[src/logic/priority_select_pkg.sv]
// Package: register map, field positions and reset values of the priority bank
package priority_select_pkg;

  localparam int ADDR_W = 4;
  localparam int DATA_W = 8;

  // Register indices
  localparam logic [3:0] ADDR_SEL_A = 4'h0;
  localparam logic [3:0] ADDR_SEL_B = 4'h1;
  localparam logic [3:0] ADDR_SEL_C = 4'h2;

  // Implemented-bit masks and reset values
  localparam logic [7:0] MASK_SEL_A  = 8'hff;
  localparam logic [7:0] MASK_SEL_B  = 8'h4f;
  localparam logic [7:0] MASK_SEL_C  = 8'hff;
  localparam logic [7:0] RESET_SEL_A = 8'hff;
  localparam logic [7:0] RESET_SEL_B = 8'h4f;
  localparam logic [7:0] RESET_SEL_C = 8'hff;
  localparam logic [7:0] READ_UNMAPPED = 8'h00;

  // Field positions, register a
  localparam int POS_PARALLEL_SLAVE = 7;
  localparam int POS_CONVERTER_DONE = 6;
  localparam int POS_SERIAL_RX      = 5;
  localparam int POS_SERIAL_TX      = 4;
  localparam int POS_SYNC_SERIAL    = 3;
  localparam int POS_CAPTURE_A      = 2;
  localparam int POS_TIMER2_MATCH   = 1;
  localparam int POS_TIMER1_OVF     = 0;
  // Register b
  localparam int POS_COMPARATOR     = 6;
  localparam int POS_BUS_COLLISION  = 3;
  localparam int POS_LOW_VOLTAGE    = 2;
  localparam int POS_TIMER3_OVF     = 1;
  localparam int POS_CAPTURE_B      = 0;
  // Register c
  localparam int POS_INVALID_MSG    = 7;
  localparam int POS_BUS_WAKEUP     = 6;
  localparam int POS_CAN_ERROR      = 5;
  localparam int POS_TX_BUF_TWO     = 4;
  localparam int POS_TX_BUF_ONE     = 3;
  localparam int POS_TX_BUF_ZERO    = 2;
  localparam int POS_RX_BUF_ONE     = 1;
  localparam int POS_RX_BUF_ZERO    = 0;

endpackage : priority_select_pkg

[src/logic/interrupt_priority_select_bank.sv]
// Module: bank of three interrupt priority select registers
`timescale 1ns/1ps

module interrupt_priority_select_bank
  import priority_select_pkg::*;
(
  input  wire logic              clk,
  input  wire logic              reset_n,
  input  wire logic [ADDR_W-1:0] addr,
  input  wire logic [DATA_W-1:0] wr_data,
  input  wire logic              wr_strobe,
  input  wire logic              rd_strobe,
  output logic      [DATA_W-1:0] rd_data,
  output logic                   parallel_slave_level,
  output logic                   converter_done_level,
  output logic                   serial_rx_level,
  output logic                   serial_tx_level,
  output logic                   sync_serial_level,
  output logic                   capture_unit_a_level,
  output logic                   timer2_match_level,
  output logic                   timer1_overflow_level,
  output logic                   comparator_level,
  output logic                   bus_collision_level,
  output logic                   low_voltage_level,
  output logic                   timer3_overflow_level,
  output logic                   capture_unit_b_level,
  output logic                   invalid_message_level,
  output logic                   bus_wakeup_level,
  output logic                   can_error_level,
  output logic                   tx_buffer_two_level,
  output logic                   tx_buffer_one_level,
  output logic                   tx_buffer_zero_level,
  output logic                   rx_buffer_one_level,
  output logic                   rx_buffer_zero_level
);

  // Stored priority bits
  logic [7:0] sel_a_ff;
  logic [7:0] sel_b_ff;
  logic [7:0] sel_c_ff;
  logic [7:0] nxt_sel_a;
  logic [7:0] nxt_sel_b;
  logic [7:0] nxt_sel_c;

  // Software view of each register
  logic [7:0] view_a;
  logic [7:0] view_b;
  logic [7:0] view_c;

  // Write data after the implemented-bit masks
  logic [7:0] wr_view_a;
  logic [7:0] wr_view_b;
  logic [7:0] wr_view_c;

  // Read path
  logic [7:0] rd_data_ff;
  logic [7:0] nxt_rd_data;

  // Decoded accesses
  logic       hit_a;
  logic       hit_b;
  logic       hit_c;
  logic       wr_a;
  logic       wr_b;
  logic       wr_c;
  logic       rd_a;
  logic       rd_b;
  logic       rd_c;

  // Address decode; unmapped indices hit nothing
  always_comb begin
    hit_a = 1'b0;
    hit_b = 1'b0;
    hit_c = 1'b0;
    case (addr)
      ADDR_SEL_A: begin
        hit_a = 1'b1;
      end
      ADDR_SEL_B: begin
        hit_b = 1'b1;
      end
      ADDR_SEL_C: begin
        hit_c = 1'b1;
      end
      default: begin
        hit_a = 1'b0;
        hit_b = 1'b0;
        hit_c = 1'b0;
      end
    endcase
  end

  // Both strobes at once serve both; the read then returns the old value
  assign wr_a = wr_strobe & hit_a;
  assign wr_b = wr_strobe & hit_b;
  assign wr_c = wr_strobe & hit_c;
  assign rd_a = rd_strobe & hit_a;
  assign rd_b = rd_strobe & hit_b;
  assign rd_c = rd_strobe & hit_c;

  // Masks per bit, so an unimplemented flop can never leak out
  for (genvar i = 0; i < DATA_W; i++) begin : g_view
    assign view_a[i]    = sel_a_ff[i] & MASK_SEL_A[i];
    assign view_b[i]    = sel_b_ff[i] & MASK_SEL_B[i];
    assign view_c[i]    = sel_c_ff[i] & MASK_SEL_C[i];
    assign wr_view_a[i] = wr_data[i] & MASK_SEL_A[i];
    assign wr_view_b[i] = wr_data[i] & MASK_SEL_B[i];
    assign wr_view_c[i] = wr_data[i] & MASK_SEL_C[i];
  end

  // Register a: all eight bits implemented
  always_comb begin
    nxt_sel_a = sel_a_ff;
    if (wr_a) begin
      nxt_sel_a[POS_PARALLEL_SLAVE] = wr_view_a[POS_PARALLEL_SLAVE];
      nxt_sel_a[POS_CONVERTER_DONE] = wr_view_a[POS_CONVERTER_DONE];
      nxt_sel_a[POS_SERIAL_RX]      = wr_view_a[POS_SERIAL_RX];
      nxt_sel_a[POS_SERIAL_TX]      = wr_view_a[POS_SERIAL_TX];
      nxt_sel_a[POS_SYNC_SERIAL]    = wr_view_a[POS_SYNC_SERIAL];
      nxt_sel_a[POS_CAPTURE_A]      = wr_view_a[POS_CAPTURE_A];
      nxt_sel_a[POS_TIMER2_MATCH]   = wr_view_a[POS_TIMER2_MATCH];
      nxt_sel_a[POS_TIMER1_OVF]     = wr_view_a[POS_TIMER1_OVF];
    end
  end

  always_ff @(posedge clk) begin
    if (!reset_n) begin
      sel_a_ff[POS_PARALLEL_SLAVE] <= RESET_SEL_A[POS_PARALLEL_SLAVE];
      sel_a_ff[POS_CONVERTER_DONE] <= RESET_SEL_A[POS_CONVERTER_DONE];
      sel_a_ff[POS_SERIAL_RX]      <= RESET_SEL_A[POS_SERIAL_RX];
      sel_a_ff[POS_SERIAL_TX]      <= RESET_SEL_A[POS_SERIAL_TX];
      sel_a_ff[POS_SYNC_SERIAL]    <= RESET_SEL_A[POS_SYNC_SERIAL];
      sel_a_ff[POS_CAPTURE_A]      <= RESET_SEL_A[POS_CAPTURE_A];
      sel_a_ff[POS_TIMER2_MATCH]   <= RESET_SEL_A[POS_TIMER2_MATCH];
      sel_a_ff[POS_TIMER1_OVF]     <= RESET_SEL_A[POS_TIMER1_OVF];
    end else begin
      sel_a_ff[POS_PARALLEL_SLAVE] <= nxt_sel_a[POS_PARALLEL_SLAVE];
      sel_a_ff[POS_CONVERTER_DONE] <= nxt_sel_a[POS_CONVERTER_DONE];
      sel_a_ff[POS_SERIAL_RX]      <= nxt_sel_a[POS_SERIAL_RX];
      sel_a_ff[POS_SERIAL_TX]      <= nxt_sel_a[POS_SERIAL_TX];
      sel_a_ff[POS_SYNC_SERIAL]    <= nxt_sel_a[POS_SYNC_SERIAL];
      sel_a_ff[POS_CAPTURE_A]      <= nxt_sel_a[POS_CAPTURE_A];
      sel_a_ff[POS_TIMER2_MATCH]   <= nxt_sel_a[POS_TIMER2_MATCH];
      sel_a_ff[POS_TIMER1_OVF]     <= nxt_sel_a[POS_TIMER1_OVF];
    end
  end

  // Register b: positions seven, five and four hold constant zero
  always_comb begin
    nxt_sel_b = sel_b_ff;
    if (wr_b) begin
      nxt_sel_b[POS_COMPARATOR]    = wr_view_b[POS_COMPARATOR];
      nxt_sel_b[POS_BUS_COLLISION] = wr_view_b[POS_BUS_COLLISION];
      nxt_sel_b[POS_LOW_VOLTAGE]   = wr_view_b[POS_LOW_VOLTAGE];
      nxt_sel_b[POS_TIMER3_OVF]    = wr_view_b[POS_TIMER3_OVF];
      nxt_sel_b[POS_CAPTURE_B]     = wr_view_b[POS_CAPTURE_B];
    end
    nxt_sel_b[7] = 1'b0;
    nxt_sel_b[5] = 1'b0;
    nxt_sel_b[4] = 1'b0;
  end

  always_ff @(posedge clk) begin
    if (!reset_n) begin
      sel_b_ff[POS_COMPARATOR]    <= RESET_SEL_B[POS_COMPARATOR];
      sel_b_ff[POS_BUS_COLLISION] <= RESET_SEL_B[POS_BUS_COLLISION];
      sel_b_ff[POS_LOW_VOLTAGE]   <= RESET_SEL_B[POS_LOW_VOLTAGE];
      sel_b_ff[POS_TIMER3_OVF]    <= RESET_SEL_B[POS_TIMER3_OVF];
      sel_b_ff[POS_CAPTURE_B]     <= RESET_SEL_B[POS_CAPTURE_B];
      sel_b_ff[7]                 <= 1'b0;
      sel_b_ff[5]                 <= 1'b0;
      sel_b_ff[4]                 <= 1'b0;
    end else begin
      sel_b_ff[POS_COMPARATOR]    <= nxt_sel_b[POS_COMPARATOR];
      sel_b_ff[POS_BUS_COLLISION] <= nxt_sel_b[POS_BUS_COLLISION];
      sel_b_ff[POS_LOW_VOLTAGE]   <= nxt_sel_b[POS_LOW_VOLTAGE];
      sel_b_ff[POS_TIMER3_OVF]    <= nxt_sel_b[POS_TIMER3_OVF];
      sel_b_ff[POS_CAPTURE_B]     <= nxt_sel_b[POS_CAPTURE_B];
      sel_b_ff[7]                 <= nxt_sel_b[7];
      sel_b_ff[5]                 <= nxt_sel_b[5];
      sel_b_ff[4]                 <= nxt_sel_b[4];
    end
  end

  // Register c: all eight bits implemented
  always_comb begin
    nxt_sel_c = sel_c_ff;
    if (wr_c) begin
      nxt_sel_c[POS_INVALID_MSG] = wr_view_c[POS_INVALID_MSG];
      nxt_sel_c[POS_BUS_WAKEUP]  = wr_view_c[POS_BUS_WAKEUP];
      nxt_sel_c[POS_CAN_ERROR]   = wr_view_c[POS_CAN_ERROR];
      nxt_sel_c[POS_TX_BUF_TWO]  = wr_view_c[POS_TX_BUF_TWO];
      nxt_sel_c[POS_TX_BUF_ONE]  = wr_view_c[POS_TX_BUF_ONE];
      nxt_sel_c[POS_TX_BUF_ZERO] = wr_view_c[POS_TX_BUF_ZERO];
      nxt_sel_c[POS_RX_BUF_ONE]  = wr_view_c[POS_RX_BUF_ONE];
      nxt_sel_c[POS_RX_BUF_ZERO] = wr_view_c[POS_RX_BUF_ZERO];
    end
  end

  always_ff @(posedge clk) begin
    if (!reset_n) begin
      sel_c_ff[POS_INVALID_MSG] <= RESET_SEL_C[POS_INVALID_MSG];
      sel_c_ff[POS_BUS_WAKEUP]  <= RESET_SEL_C[POS_BUS_WAKEUP];
      sel_c_ff[POS_CAN_ERROR]   <= RESET_SEL_C[POS_CAN_ERROR];
      sel_c_ff[POS_TX_BUF_TWO]  <= RESET_SEL_C[POS_TX_BUF_TWO];
      sel_c_ff[POS_TX_BUF_ONE]  <= RESET_SEL_C[POS_TX_BUF_ONE];
      sel_c_ff[POS_TX_BUF_ZERO] <= RESET_SEL_C[POS_TX_BUF_ZERO];
      sel_c_ff[POS_RX_BUF_ONE]  <= RESET_SEL_C[POS_RX_BUF_ONE];
      sel_c_ff[POS_RX_BUF_ZERO] <= RESET_SEL_C[POS_RX_BUF_ZERO];
    end else begin
      sel_c_ff[POS_INVALID_MSG] <= nxt_sel_c[POS_INVALID_MSG];
      sel_c_ff[POS_BUS_WAKEUP]  <= nxt_sel_c[POS_BUS_WAKEUP];
      sel_c_ff[POS_CAN_ERROR]   <= nxt_sel_c[POS_CAN_ERROR];
      sel_c_ff[POS_TX_BUF_TWO]  <= nxt_sel_c[POS_TX_BUF_TWO];
      sel_c_ff[POS_TX_BUF_ONE]  <= nxt_sel_c[POS_TX_BUF_ONE];
      sel_c_ff[POS_TX_BUF_ZERO] <= nxt_sel_c[POS_TX_BUF_ZERO];
      sel_c_ff[POS_RX_BUF_ONE]  <= nxt_sel_c[POS_RX_BUF_ONE];
      sel_c_ff[POS_RX_BUF_ZERO] <= nxt_sel_c[POS_RX_BUF_ZERO];
    end
  end

  // Read data stand one cycle after the strobe, zero otherwise
  // Zero when idle keeps stale values off the shared read bus
  always_comb begin
    nxt_rd_data = READ_UNMAPPED;

    if (rd_a) begin
      nxt_rd_data[POS_PARALLEL_SLAVE] = view_a[POS_PARALLEL_SLAVE];
      nxt_rd_data[POS_CONVERTER_DONE] = view_a[POS_CONVERTER_DONE];
      nxt_rd_data[POS_SERIAL_RX]      = view_a[POS_SERIAL_RX];
      nxt_rd_data[POS_SERIAL_TX]      = view_a[POS_SERIAL_TX];
      nxt_rd_data[POS_SYNC_SERIAL]    = view_a[POS_SYNC_SERIAL];
      nxt_rd_data[POS_CAPTURE_A]      = view_a[POS_CAPTURE_A];
      nxt_rd_data[POS_TIMER2_MATCH]   = view_a[POS_TIMER2_MATCH];
      nxt_rd_data[POS_TIMER1_OVF]     = view_a[POS_TIMER1_OVF];
    end

    if (rd_b) begin
      nxt_rd_data[7]                  = 1'b0;
      nxt_rd_data[POS_COMPARATOR]     = view_b[POS_COMPARATOR];
      nxt_rd_data[5]                  = 1'b0;
      nxt_rd_data[4]                  = 1'b0;
      nxt_rd_data[POS_BUS_COLLISION]  = view_b[POS_BUS_COLLISION];
      nxt_rd_data[POS_LOW_VOLTAGE]    = view_b[POS_LOW_VOLTAGE];
      nxt_rd_data[POS_TIMER3_OVF]     = view_b[POS_TIMER3_OVF];
      nxt_rd_data[POS_CAPTURE_B]      = view_b[POS_CAPTURE_B];
    end

    if (rd_c) begin
      nxt_rd_data[POS_INVALID_MSG]    = view_c[POS_INVALID_MSG];
      nxt_rd_data[POS_BUS_WAKEUP]     = view_c[POS_BUS_WAKEUP];
      nxt_rd_data[POS_CAN_ERROR]      = view_c[POS_CAN_ERROR];
      nxt_rd_data[POS_TX_BUF_TWO]     = view_c[POS_TX_BUF_TWO];
      nxt_rd_data[POS_TX_BUF_ONE]     = view_c[POS_TX_BUF_ONE];
      nxt_rd_data[POS_TX_BUF_ZERO]    = view_c[POS_TX_BUF_ZERO];
      nxt_rd_data[POS_RX_BUF_ONE]     = view_c[POS_RX_BUF_ONE];
      nxt_rd_data[POS_RX_BUF_ZERO]    = view_c[POS_RX_BUF_ZERO];
    end
  end

  always_ff @(posedge clk) begin
    if (!reset_n) begin
      rd_data_ff <= READ_UNMAPPED;
    end else begin
      rd_data_ff <= nxt_rd_data;
    end
  end

  assign rd_data = rd_data_ff;

  // Levels straight from the flops, so no extra cycle after a write
  // Register a sources
  always_comb begin
    parallel_slave_level  = sel_a_ff[POS_PARALLEL_SLAVE];
    converter_done_level  = sel_a_ff[POS_CONVERTER_DONE];
    serial_rx_level       = sel_a_ff[POS_SERIAL_RX];
    serial_tx_level       = sel_a_ff[POS_SERIAL_TX];
    sync_serial_level     = sel_a_ff[POS_SYNC_SERIAL];
    capture_unit_a_level  = sel_a_ff[POS_CAPTURE_A];
    timer2_match_level    = sel_a_ff[POS_TIMER2_MATCH];
    timer1_overflow_level = sel_a_ff[POS_TIMER1_OVF];
  end

  // Register b sources
  always_comb begin
    comparator_level      = sel_b_ff[POS_COMPARATOR];
    bus_collision_level   = sel_b_ff[POS_BUS_COLLISION];
    low_voltage_level     = sel_b_ff[POS_LOW_VOLTAGE];
    timer3_overflow_level = sel_b_ff[POS_TIMER3_OVF];
    capture_unit_b_level  = sel_b_ff[POS_CAPTURE_B];
  end

  // Register c sources, all from the bus controller
  always_comb begin
    invalid_message_level = sel_c_ff[POS_INVALID_MSG];
    bus_wakeup_level      = sel_c_ff[POS_BUS_WAKEUP];
    can_error_level       = sel_c_ff[POS_CAN_ERROR];
    tx_buffer_two_level   = sel_c_ff[POS_TX_BUF_TWO];
    tx_buffer_one_level   = sel_c_ff[POS_TX_BUF_ONE];
    tx_buffer_zero_level  = sel_c_ff[POS_TX_BUF_ZERO];
    rx_buffer_one_level   = sel_c_ff[POS_RX_BUF_ONE];
    rx_buffer_zero_level  = sel_c_ff[POS_RX_BUF_ZERO];
  end

endmodule : interrupt_priority_select_bank

[config.mk]
export PLATFORM = sky130hd
export DESIGN_NAME = interrupt_priority_select_bank
export DESIGN_NICKNAME = d
export VERILOG_FILES = /design/src/logic/priority_select_pkg.sv /design/src/logic/interrupt_priority_select_bank.sv
export SDC_FILE = /design/constraint.sdc
export NUM_CORES = 1
export LEC_CHECK = 0
export BUFFER_PORTS_ARGS = -buffer_cell sky130_fd_sc_hd__buf_4
export CORE_MARGIN = 2
export CORE_UTILIZATION = 40
export DETAILED_ROUTE_END_ITERATION = 10
export HOLD_SLACK_MARGIN = 0.12
export PLACE_DENSITY = 0.63
export SYNTH_ARGS = -nofsm -noshare
export SYNTH_HDL_FRONTEND = slang
export SYNTH_SLANG_ARGS = --single-unit
[constraint.sdc]
create_clock -name clk -period 3.4 [get_ports clk]
set_clock_uncertainty 0.15 [all_clocks]
set_input_delay 0.17 -clock clk [delete_from_list [all_inputs] [get_ports clk]]
set_output_delay 0.17 -clock clk [all_outputs]
set_load 0.1 [all_outputs]
==> metrics.yaml, run 1 <==
routing:
  vias: 1123
  via_per_inst: 5.175
  avgRoutedWirePerCell_um: 13.82
  drt-total-wl_um: 2998
  drc: 0
  drt_first_iter_violations: 25
  ant_nets: 0
  dr.pass1.iters: 4
sta:
  fmaxAchievable_mhz: 387.1
  slew_headroom_pct: 51.58
  tns_ps: 0
  rsz0062_at_grt: "no"
  min_period_over_period_pct: 75.97
  setup_viol: 0
  tightest_slew_ps: 726.2
  hold_violations: 0
  min_period_ps: 2583
  slew_viol_final: 0
  fin_ws_ps: 817.0
final_layout:
  final_area_um2: 1747
  antenna_cells: 0
  stdcell_count: 217
  fin_nets: 200
  post-route-util_pct: 58.66
  drive_gt1_share_pct: 32.07
  area_growth_pct: 43.62
yosys:
  yosysTopAreaCell: "dfxtp_1"
  synth_flop_cell: "dfxtp_1"
  syn_inst: 127
  synth_area_um2: 1216
  synth.avg_cell_area_um2: 9.576
  ys_seq_elements: 29
  synth_edf_count: 0
  syn_nets: 143
  yosysSeqAreaShare_pct: 47.74
  yosysWarnings: 0
  synth_area_leaders: "dfxtp_1 48%, o211ai_2 8.2%, o211ai_1 8.0%"
  ys_types: 21
  synth-async-reset-ratio_pct: 0
  synth_top_area_share_pct: 47.74
grt:
  grt_pass1_vias: 1012
  antenna_found_initial: 0
  grt_pass1_wl_um: 4643
  grt-ovfl-total: 0
  grt_max_degree: 25
  grt_usage_pct: 18.00
worst_setup_path:
  r2r_setup_slack_ps: 2010
  cp-start-kind: "input port"
  cp_data_arrival_time_ps: 2690
  endpoint_kind: "register"
  critical_path_class: "in2reg"
  rr_worst_depth: 3
  r2r-start: "sel_a_ff[4]"
  worst_r2r_endpoint: "sel_a_ff[4]"
  worstPathRequired_ps: 3510
  cp_max_fo: 24
floorplanning:
  die_h_um: 59.14
  ios: 45
  core-area_um2: 2978
  std_cell_rows: 20
  die_w_um: 59.14
  start_util_pct: 40.84
  dieArea_um2: 3498
cts:
  root_buffer: "clkbuf_4"
  post_cts_buffers: 0
  path_clk_slew_ps: 80
  cts.path.max_buffers: 2
  clk_latency_ps: 320
  cts_buffers: 5
  htreeDepth: 2
  cts_tree: "yes"
  clock_sinks: 29
pwr:
  power_leakage_nw: 0.8000
  power_density_nw_per_um2: 395.2
  ir_worst_vdd_mv: 0.2119
run_status:
  status: "finished, final reports clean"
place:
  portBuffers: 44
  postPlaceCellArea_um2: 1521
  post-dp-hpwl_um: 2021
  gp_congestion: 0.7950
  pre_cts_slack_ps: 1637
  place_inst: 193
worst_hold_path:
  hp-class: "in2reg"
  hold_depth: 4
  min_to: "rd_data[2]"
  min_from: "addr[2]"
flow_run:
  max_cap_violations: 0
power by group:
group	total [mW]	switching [mW]	internal (mW)
clock	0.204	0.107	0.0974
combinational	0.135	0.0914	0.0433
sequential	0.351	0.00467	0.347
routing by layer:
layer	vias to the layer above	track usage, %	wire, µm
li1	567	-	-
met1	508	22.04	1311
met2	43	28.73	1443
met3	5	6.332	196
met4	0	7.468	46
met5	-	0	0
cell usage in the layout (no fill, tap or decap):
master and instances:
buf_4 44, dfxtp_1 29, dlygate4sd3_1 17, o21ai_1 14, inv_1 13, o211ai_1 13
o211ai_2 8, o21ai_0 7, nor2_1 5, o22ai_1 5, o211a_1 5, clkbuf_4 5
nand2b_1 3, or2_1 3, mux2i_1 3, nor3_1 3, or3b_4 1, or2_0 1
nor3b_1 1, and2_1 1, nand2_1 1, clkbuf_8 1, clkbuf_1 1
through the flow:
step	hold WS [ps]	total power [mW]
5_1_grt	189.1	0.7186
4_1_cts	176.1	0.6981
2_1_floorplan	108.9	0.4505
3_3_place_gp	291.2	0.4797
6_report	178.0	0.6904
3_5_place_dp	286.6	0.4807
cell usage after synthesis, types with 2 or more instances:
cell type and number:
nor2_1 5, o211ai_2 8, o22ai_1 5, buf_2 2
nand2b_1 3, nor3_1 3, o21ai_1 14, clkbuf_1 6
mux2i_1 3, or2_1 3, dfxtp_1 29, o211a_1 5
buf_6 3, o21ai_0 7, o211ai_1 13, inv_1 13
cells by family (layout without fill, tap and decap cells):
family,Yosys count,count (layout),synth area share [%]
AND/OR/NAND/NOR,19,19,8.746
buffers and inverters,24,81,9.465
flip-flops,29,29,47.74
multiplexers,3,3,2.469
AO/OA/AOI/OAI,52,52,31.58
critical path, cell delays in order:
cell and delay, ps:
dlygate4sd3_1 540, buf_4 140, or3b_4 510, or2_0 500
o211ai_2 240, dlygate4sd3_1 580
cell type report:
| cell class | instances | area (µm²) |
|---|---|---|
| fillers | 276 | 1231 |
| flip-flops and latches | 29 | 580.6 |
| multi-input cells | 74 | 520.5 |
| well taps | 33 | 41.29 |
| repair buffers | 61 | 500.5 |
| clock buffers | 7 | 55.05 |
| inverters | 13 | 48.80 |
state kept, by name, indices dropped and copies added (netlist names):
register,cells
sel_b_ff,5
rd_data,8
sel_a_ff,8
sel_c_ff,8
worst max path at each step:
stage | cells past startpoint | slack (ps) | start | end
floorplan | 3 | 1830 | sel_a_ff[6] | rd_data[6]
global placement | 4 | 1660 | addr[3] | sel_a_ff[6]
detailed placement | 4 | 1640 | addr[3] | sel_a_ff[4]
CTS | 6 | 880 | addr[3] | sel_a_ff[4]
global route | 6 | 740 | addr[3] | sel_a_ff[5]
finish | 6 | 820 | addr[3] | sel_a_ff[5]
timing repair:
item	in CTS	in global routing
hold endpoints to repair	29	0
hold buffers	17	0
gates resized for setup	0	0
endpoints found under the setup margin	0	0
Power figures use the tool's default switching activity.
==> run 2, diff against run 1 <==
--- a/config.mk
+++ b/config.mk
@@ -5,12 +5,13 @@
 export SDC_FILE = /design/constraint.sdc
 export NUM_CORES = 1
 export LEC_CHECK = 0
+export ABC_AREA = 1
 export BUFFER_PORTS_ARGS = -buffer_cell sky130_fd_sc_hd__buf_4
 export CORE_MARGIN = 2
 export CORE_UTILIZATION = 40
 export DETAILED_ROUTE_END_ITERATION = 10
 export HOLD_SLACK_MARGIN = 0.12
-export PLACE_DENSITY = 0.63
+export PLACE_DENSITY = 0.65
 export SYNTH_ARGS = -nofsm -noshare
 export SYNTH_HDL_FRONTEND = slang
 export SYNTH_SLANG_ARGS = --single-unit
==> constraint.sdc (replaced) <==
create_clock -name clk -period 2.3 [get_ports clk]
set_clock_uncertainty 0.15 [all_clocks]
set_input_delay 0.115 -clock clk [delete_from_list [all_inputs] [get_ports clk]]
set_output_delay 0.115 -clock clk [all_outputs]
set_load 0.1 [all_outputs]
==> metrics.yaml, run 2 <==
floorplanning:
  die_w_um: 60.82
  start_util_pct: 42.30
  dieArea_um2: 3698
  core-area_um2: 3053
  die_h_um: 60.82
  std_cell_rows: 20
  ios: 45
worst_setup_path:
  cp_data_arrival_time_ps: 2270
  r2r_setup_slack_ps: 830
  critical_path_class: "in2reg"
  cp_max_fo: 5
  endpoint_kind: "register"
  worstPathRequired_ps: 2370
  cp-start-kind: "input port"
yosys:
  syn_inst: 172
  synthMostInstantiatedCell: "nand2_1"
  ys_types: 17
  synth_edf_count: 0
  synth_commonest_cells: "58 x nand2_1, 29 x dfxtp_1, 26 x nand3_1, 20 x inv_1, 15 x nand4_1"
  synth_flop_cell: "dfxtp_1"
  synth-async-reset-ratio_pct: 0
  synth_top_area_share_pct: 44.96
  yosysTopAreaCell: "dfxtp_1"
  synth_area_um2: 1291
  ys_seq_elements: 29
  syn_nets: 188
  yosysWarnings: 0
  yosysSeqAreaShare_pct: 44.96
  synth.avg_cell_area_um2: 7.507
  synth_area_leaders: "dfxtp_1 45%, nand2_1 17%, nand3_1 10%"
sta:
  rsz0062_at_grt: "no"
  fin_ws_ps: 102.1
  fmaxAchievable_mhz: 455.0
  hold_violations: 0
  tns_ps: 0
  min_period_over_period_pct: 95.56
  slew_viol_final: 0
  tightest_slew_ps: 497.9
  min_period_ps: 2198
  setup_viol: 0
  slew_headroom_pct: 66.70
final_layout:
  final_common_cell: "nand2_1"
  fin_nets: 261
  multi_input_area_um2: 589.3
  drive_gt1_share_pct: 27.64
  final-seq-area_um2: 580.6
  antenna_cells: 0
  area_growth_pct: 53.68
  layout_common_cells: "58 x nand2_1, 45 x buf_4, 29 x dfxtp_1"
  nFillCells: 278
  post-route-util_pct: 65.00
cts:
  htreeDepth: 2
  clk_latency_ps: 330
  clock_sinks: 29
  cts_tree: "yes"
  cts_buffers: 5
  cts.path.max_buffers: 2
  root_buffer: "clkbuf_4"
  path_clk_slew_ps: 90
routing:
  via_per_inst: 4.900
  dr.pass1.iters: 4
  drc: 0
  drt_first_iter_violations: 62
  drt-total-wl_um: 3619
  avgRoutedWirePerCell_um: 12.48
  vias: 1421
  ant_nets: 0
pwr:
  ir_worst_vdd_mv: 0.3727
  power_leakage_nw: 1.047
  power_density_nw_per_um2: 522.5
grt:
  use_met2_pct: 34.10
  grt_max_degree: 28
  grt-busiest-layer: "met2"
  grt_pass1_vias: 1268
  use_met1_pct: 27.90
  use_met3_pct: 5.330
  grt_usage_pct: 21.28
  grt_pass1_wl_um: 5761
  grt-ovfl-total: 0
  antenna_found_initial: 0
flow_run:
  max_cap_violations: 0
run_status:
  status: "finished, final reports clean"
place:
  portBuffers: 44
  post-dp-hpwl_um: 2471
  pre_cts_slack_ps: 973.1
  gp_congestion: 0.8734
worst_hold_path:
  hp-class: "in2reg"
## run 2: worst max-delay path, stage by stage
cell	delay (ps)
dlygate4sd3_1	540
buf_4	160
nand3_2	110
inv_1	100
nand2_1	60
dlygate4sd3_1	540
nand3_1	70
dlygate4sd3_1	580
## run 2: metrics by stage
step / total power, mW / std cells / hold slack [ps] / area (µm²)
after floorplan: 0.6708 / 172 / 78.22 / 1291
after global placement: 0.7263 / 254 / 197.7 / 1652
after detailed placement: 0.7280 / 254 / 201.4 / 1652
after CTS: 1.042 / 290 / 122.1 / 1983
after global routing: 1.083 / 290 / 148.4 / 1984
final: 1.037 / 290 / 125.1 / 1984
## run 2: path summary, 6_finish.rpt
kind | startpoint | to | cells past startpoint
hold reg to reg | sel_c_ff[5] | rd_data[5] | 2
setup / recovery | wr_strobe | sel_b_ff[6] | 8
setup reg to reg | sel_b_ff[3] | rd_data[3] | 5
hold / removal | addr[0] | sel_c_ff[6] | 7
## run 2: cells by family after synthesis
group	after synthesis	synth area share [%]
AO/OA/AOI/OAI	3	1.162
buffers and inverters	30	9.398
flip-flops	29	44.96
AND/OR/NAND/NOR	110	44.48
## run 2: power by group
group	internal (mW)	switching, mW	total [mW]
Combinational	0.0715	0.154	0.226
Clock	0.116	0.173	0.290
Sequential	0.513	0.00835	0.522
Total	0.701	0.336	1.04
## run 2: area by class of cell
cell class	instances	area share, %
Inverter	24	5.044
Sequential cell	29	29.26
Clock buffer	6	2.081
Tap cell	44	2.774
Multi-Input combinational cell	113	29.70
Clock inverter	2	0.5044
Timing Repair Buffer	72	30.64
## run 2: routing by layer
metal | wire, µm | up-vias | part of all wire [%]
met5 | 0 | - | 0
met4 | 75 | 0 | 2.1
met3 | 205 | 7 | 5.7
met2 | 1774 | 54 | 49
met1 | 1564 | 660 | 43
li1 | - | 700 | -
## run 2: repair_timing
action | 4_1_cts | 5_1_grt
buffers inserted | 0 | 1
hold buffers | 28 | 0
gates resized for setup | 0 | 1
endpoints found under the setup margin | 0 | 2
endpoints found under the hold margin | 29 | 0
==> run 3, diff against run 2 <==
--- a/config.mk
+++ b/config.mk
@@ -7,11 +7,13 @@
 export LEC_CHECK = 0
 export ABC_AREA = 1
 export BUFFER_PORTS_ARGS = -buffer_cell sky130_fd_sc_hd__buf_4
+export CELL_PAD_IN_SITES_DETAIL_PLACEMENT = 0
+export CELL_PAD_IN_SITES_GLOBAL_PLACEMENT = 1
 export CORE_MARGIN = 2
-export CORE_UTILIZATION = 40
+export CORE_UTILIZATION = 31
 export DETAILED_ROUTE_END_ITERATION = 10
 export HOLD_SLACK_MARGIN = 0.12
-export PLACE_DENSITY = 0.65
+export PLACE_DENSITY = 0.71
 export SYNTH_ARGS = -nofsm -noshare
 export SYNTH_HDL_FRONTEND = slang
 export SYNTH_SLANG_ARGS = --single-unit
==> metrics.yaml, run 3 (synthesized netlist as in run 2, its figures left out) <==
floorplanning:
  dieArea_um2: 4698
  ios: 45
  die_h_um: 68.54
  start_util_pct: 32.28
  die_w_um: 68.54
  std_cell_rows: 23
  core-area_um2: 4000
routing:
  drt-total-wl_um: 3489
  drc: 0
  vias: 1342
  drt_first_iter_violations: 85
  via_per_inst: 4.725
  dr.pass1.iters: 4
  ant_nets: 0
  avgRoutedWirePerCell_um: 12.29
sta:
  slew_headroom_pct: 79.25
  setup_viol: 0
  fin_ws_ps: 309.0
  hold_violations: 0
  tns_ps: 0
  hold_slack_ps: 120.4
  tightest_slew_ps: 310.8
  min_period_ps: 1991
  min_period_over_period_pct: 86.57
  fmaxAchievable_mhz: 502.3
  rsz0062_at_grt: "no"
  slew_viol_final: 0
worst_setup_path:
  worst_r2r_endpoint: "sel_b_ff[3]"
  cp-start-kind: "input port"
  crit_path_max_incr_delay_ps: 570
  cp_max_fo: 9
  rr_worst_depth: 3
  cp_top_family: "buffers and inverters"
  r2r-start: "sel_b_ff[3]"
  worstPathRequired_ps: 2320
  crit_path_frequent_cell: "dlygate4sd3_1"
  endpoint_kind: "register"
  critical_path_class: "in2reg"
  cp_num_buf_inv: 5
  cpMaxStageDelayCell: "dlygate4sd3_1"
  cp_data_arrival_time_ps: 2010
  cp_cell_sequence: "dlygate4sd3_1, buf_4, inv_2, nor2_4, nand2_4, nor2_8, inv_4, nand2_1, nand3_1, dlygate4sd3_1"
  r2r_setup_slack_ps: 970
cts:
  clk_latency_ps: 280
  cts_resized: 0
  cts_buffers: 5
  cts.path.max_buffers: 2
  clock_sinks: 29
  root_buffer: "clkbuf_8"
  path_clk_slew_ps: 60
  cts_tree: "yes"
  htreeDepth: 2
worst_hold_path:
  min_from: "addr[0]"
  hp-class: "in2reg"
  min_to: "rd_data[0]"
  hold_depth: 7
pwr:
  combinationalPowerShare_pct: 17.2
  power_density_nw_per_um2: 640.8
  power_leakage_nw: 1.028
  switchingPower_uw: 347.6
  ir_worst_vdd_mv: 0.3273
  power.share.clock_pct: 40.6
  swShare_pct: 28.06
  pwr-share-seq_pct: 42.2
  power.internal_uw: 891.3
place:
  place_inst: 260
  pre_cts_slack_ps: 974.0
  post-dp-hpwl_um: 2559
  portBuffers: 44
  gp_congestion: 0.7843
grt:
  grt-ovfl-total: 0
  grt_usage_pct: 17.41
  grt_max_degree: 28
  antenna_found_initial: 0
  grt_pass1_wl_um: 5906
  grt_pass1_vias: 1237
final_layout:
  final_common_cell: "nand2_1"
  area_growth_pct: 49.71
  stdcell_count: 284
  layout_common_cells: "58 x nand2_1, 44 x buf_4, 29 x dfxtp_1"
  drive_gt1_share_pct: 28.21
  fin_nets: 250
  antenna_cells: 0
run_status:
  status: "finished, final reports clean"
flow_run:
  max_cap_violations: 0
[run 3: per-layer routing]
layer	up-vias	wire, µm	track usage (%)
met4	0	78	7.750
met2	50	1559	25.96
li1	678	-	-
met5	-	0	0
met3	8	270	5.519
met1	606	1580	22.91
[run 3: power groups by stage]
stage                     clock network (mW)  registers [mW]  logic, mW
final                                  0.504           0.522      0.213
after global routing                   0.541           0.524      0.228
after CTS                              0.513           0.522      0.213
after detailed placement                   0           0.533      0.195
after global placement                     0           0.534      0.193
after floorplan                            0           0.615     0.0554
[run 3: how the worst max path moves through the flow]
| stage | from | to | slack (ps) | depth (start not counted) |
|---|---|---|---|---|
| after CTS | addr[1] | sel_c_ff[7] | 300 | 10 |
| after global placement | addr[3] | sel_a_ff[0] | 1010 | 7 |
| after detailed placement | addr[3] | sel_a_ff[7] | 970 | 7 |
| final | addr[1] | sel_c_ff[4] | 310 | 10 |
| after global routing | addr[1] | sel_c_ff[5] | 160 | 10 |
| after floorplan | sel_c_ff[0] | rd_data[0] | 780 | 6 |
[run 3: stage by stage]
step           utilization (%)  cell area (µm²)  total power [mW]
4_1_cts                  48.33             1933             1.248
3_3_place_gp             41.48             1659            0.7270
3_5_place_dp             41.48             1659            0.7282
6_report                 48.33             1933             1.239
5_1_grt                  48.33             1933             1.292
2_1_floorplan                -             1291            0.6708
[run 3: final cells by class]
| class | instances | area [µm²] |
|---|---|---|
| Timing Repair Buffer | 61 | 500.5 |
| Fill cell | 400 | 2067 |
| Clock inverter | 2 | 35.03 |
| Sequential cell | 29 | 580.6 |
| Clock buffer | 5 | 68.82 |
| Tap cell | 50 | 62.56 |
| Multi-Input combinational cell | 113 | 589.3 |
| Inverter | 24 | 96.34 |
[run 3: worst reg2reg max path: cells and delay by family, from the launching register on]
| kind | cells | cell delay [ps] |
|---|---|---|
| buf+inv | 1 | 580 |
| flops | 1 | 330 |
| simple gates | 2 | 150 |
[run 3: what timing repair did]
action | in CTS | in global routing
hold endpoints to repair | 25 | 0
hold buffers | 17 | 0
buffers inserted | 0 | 0
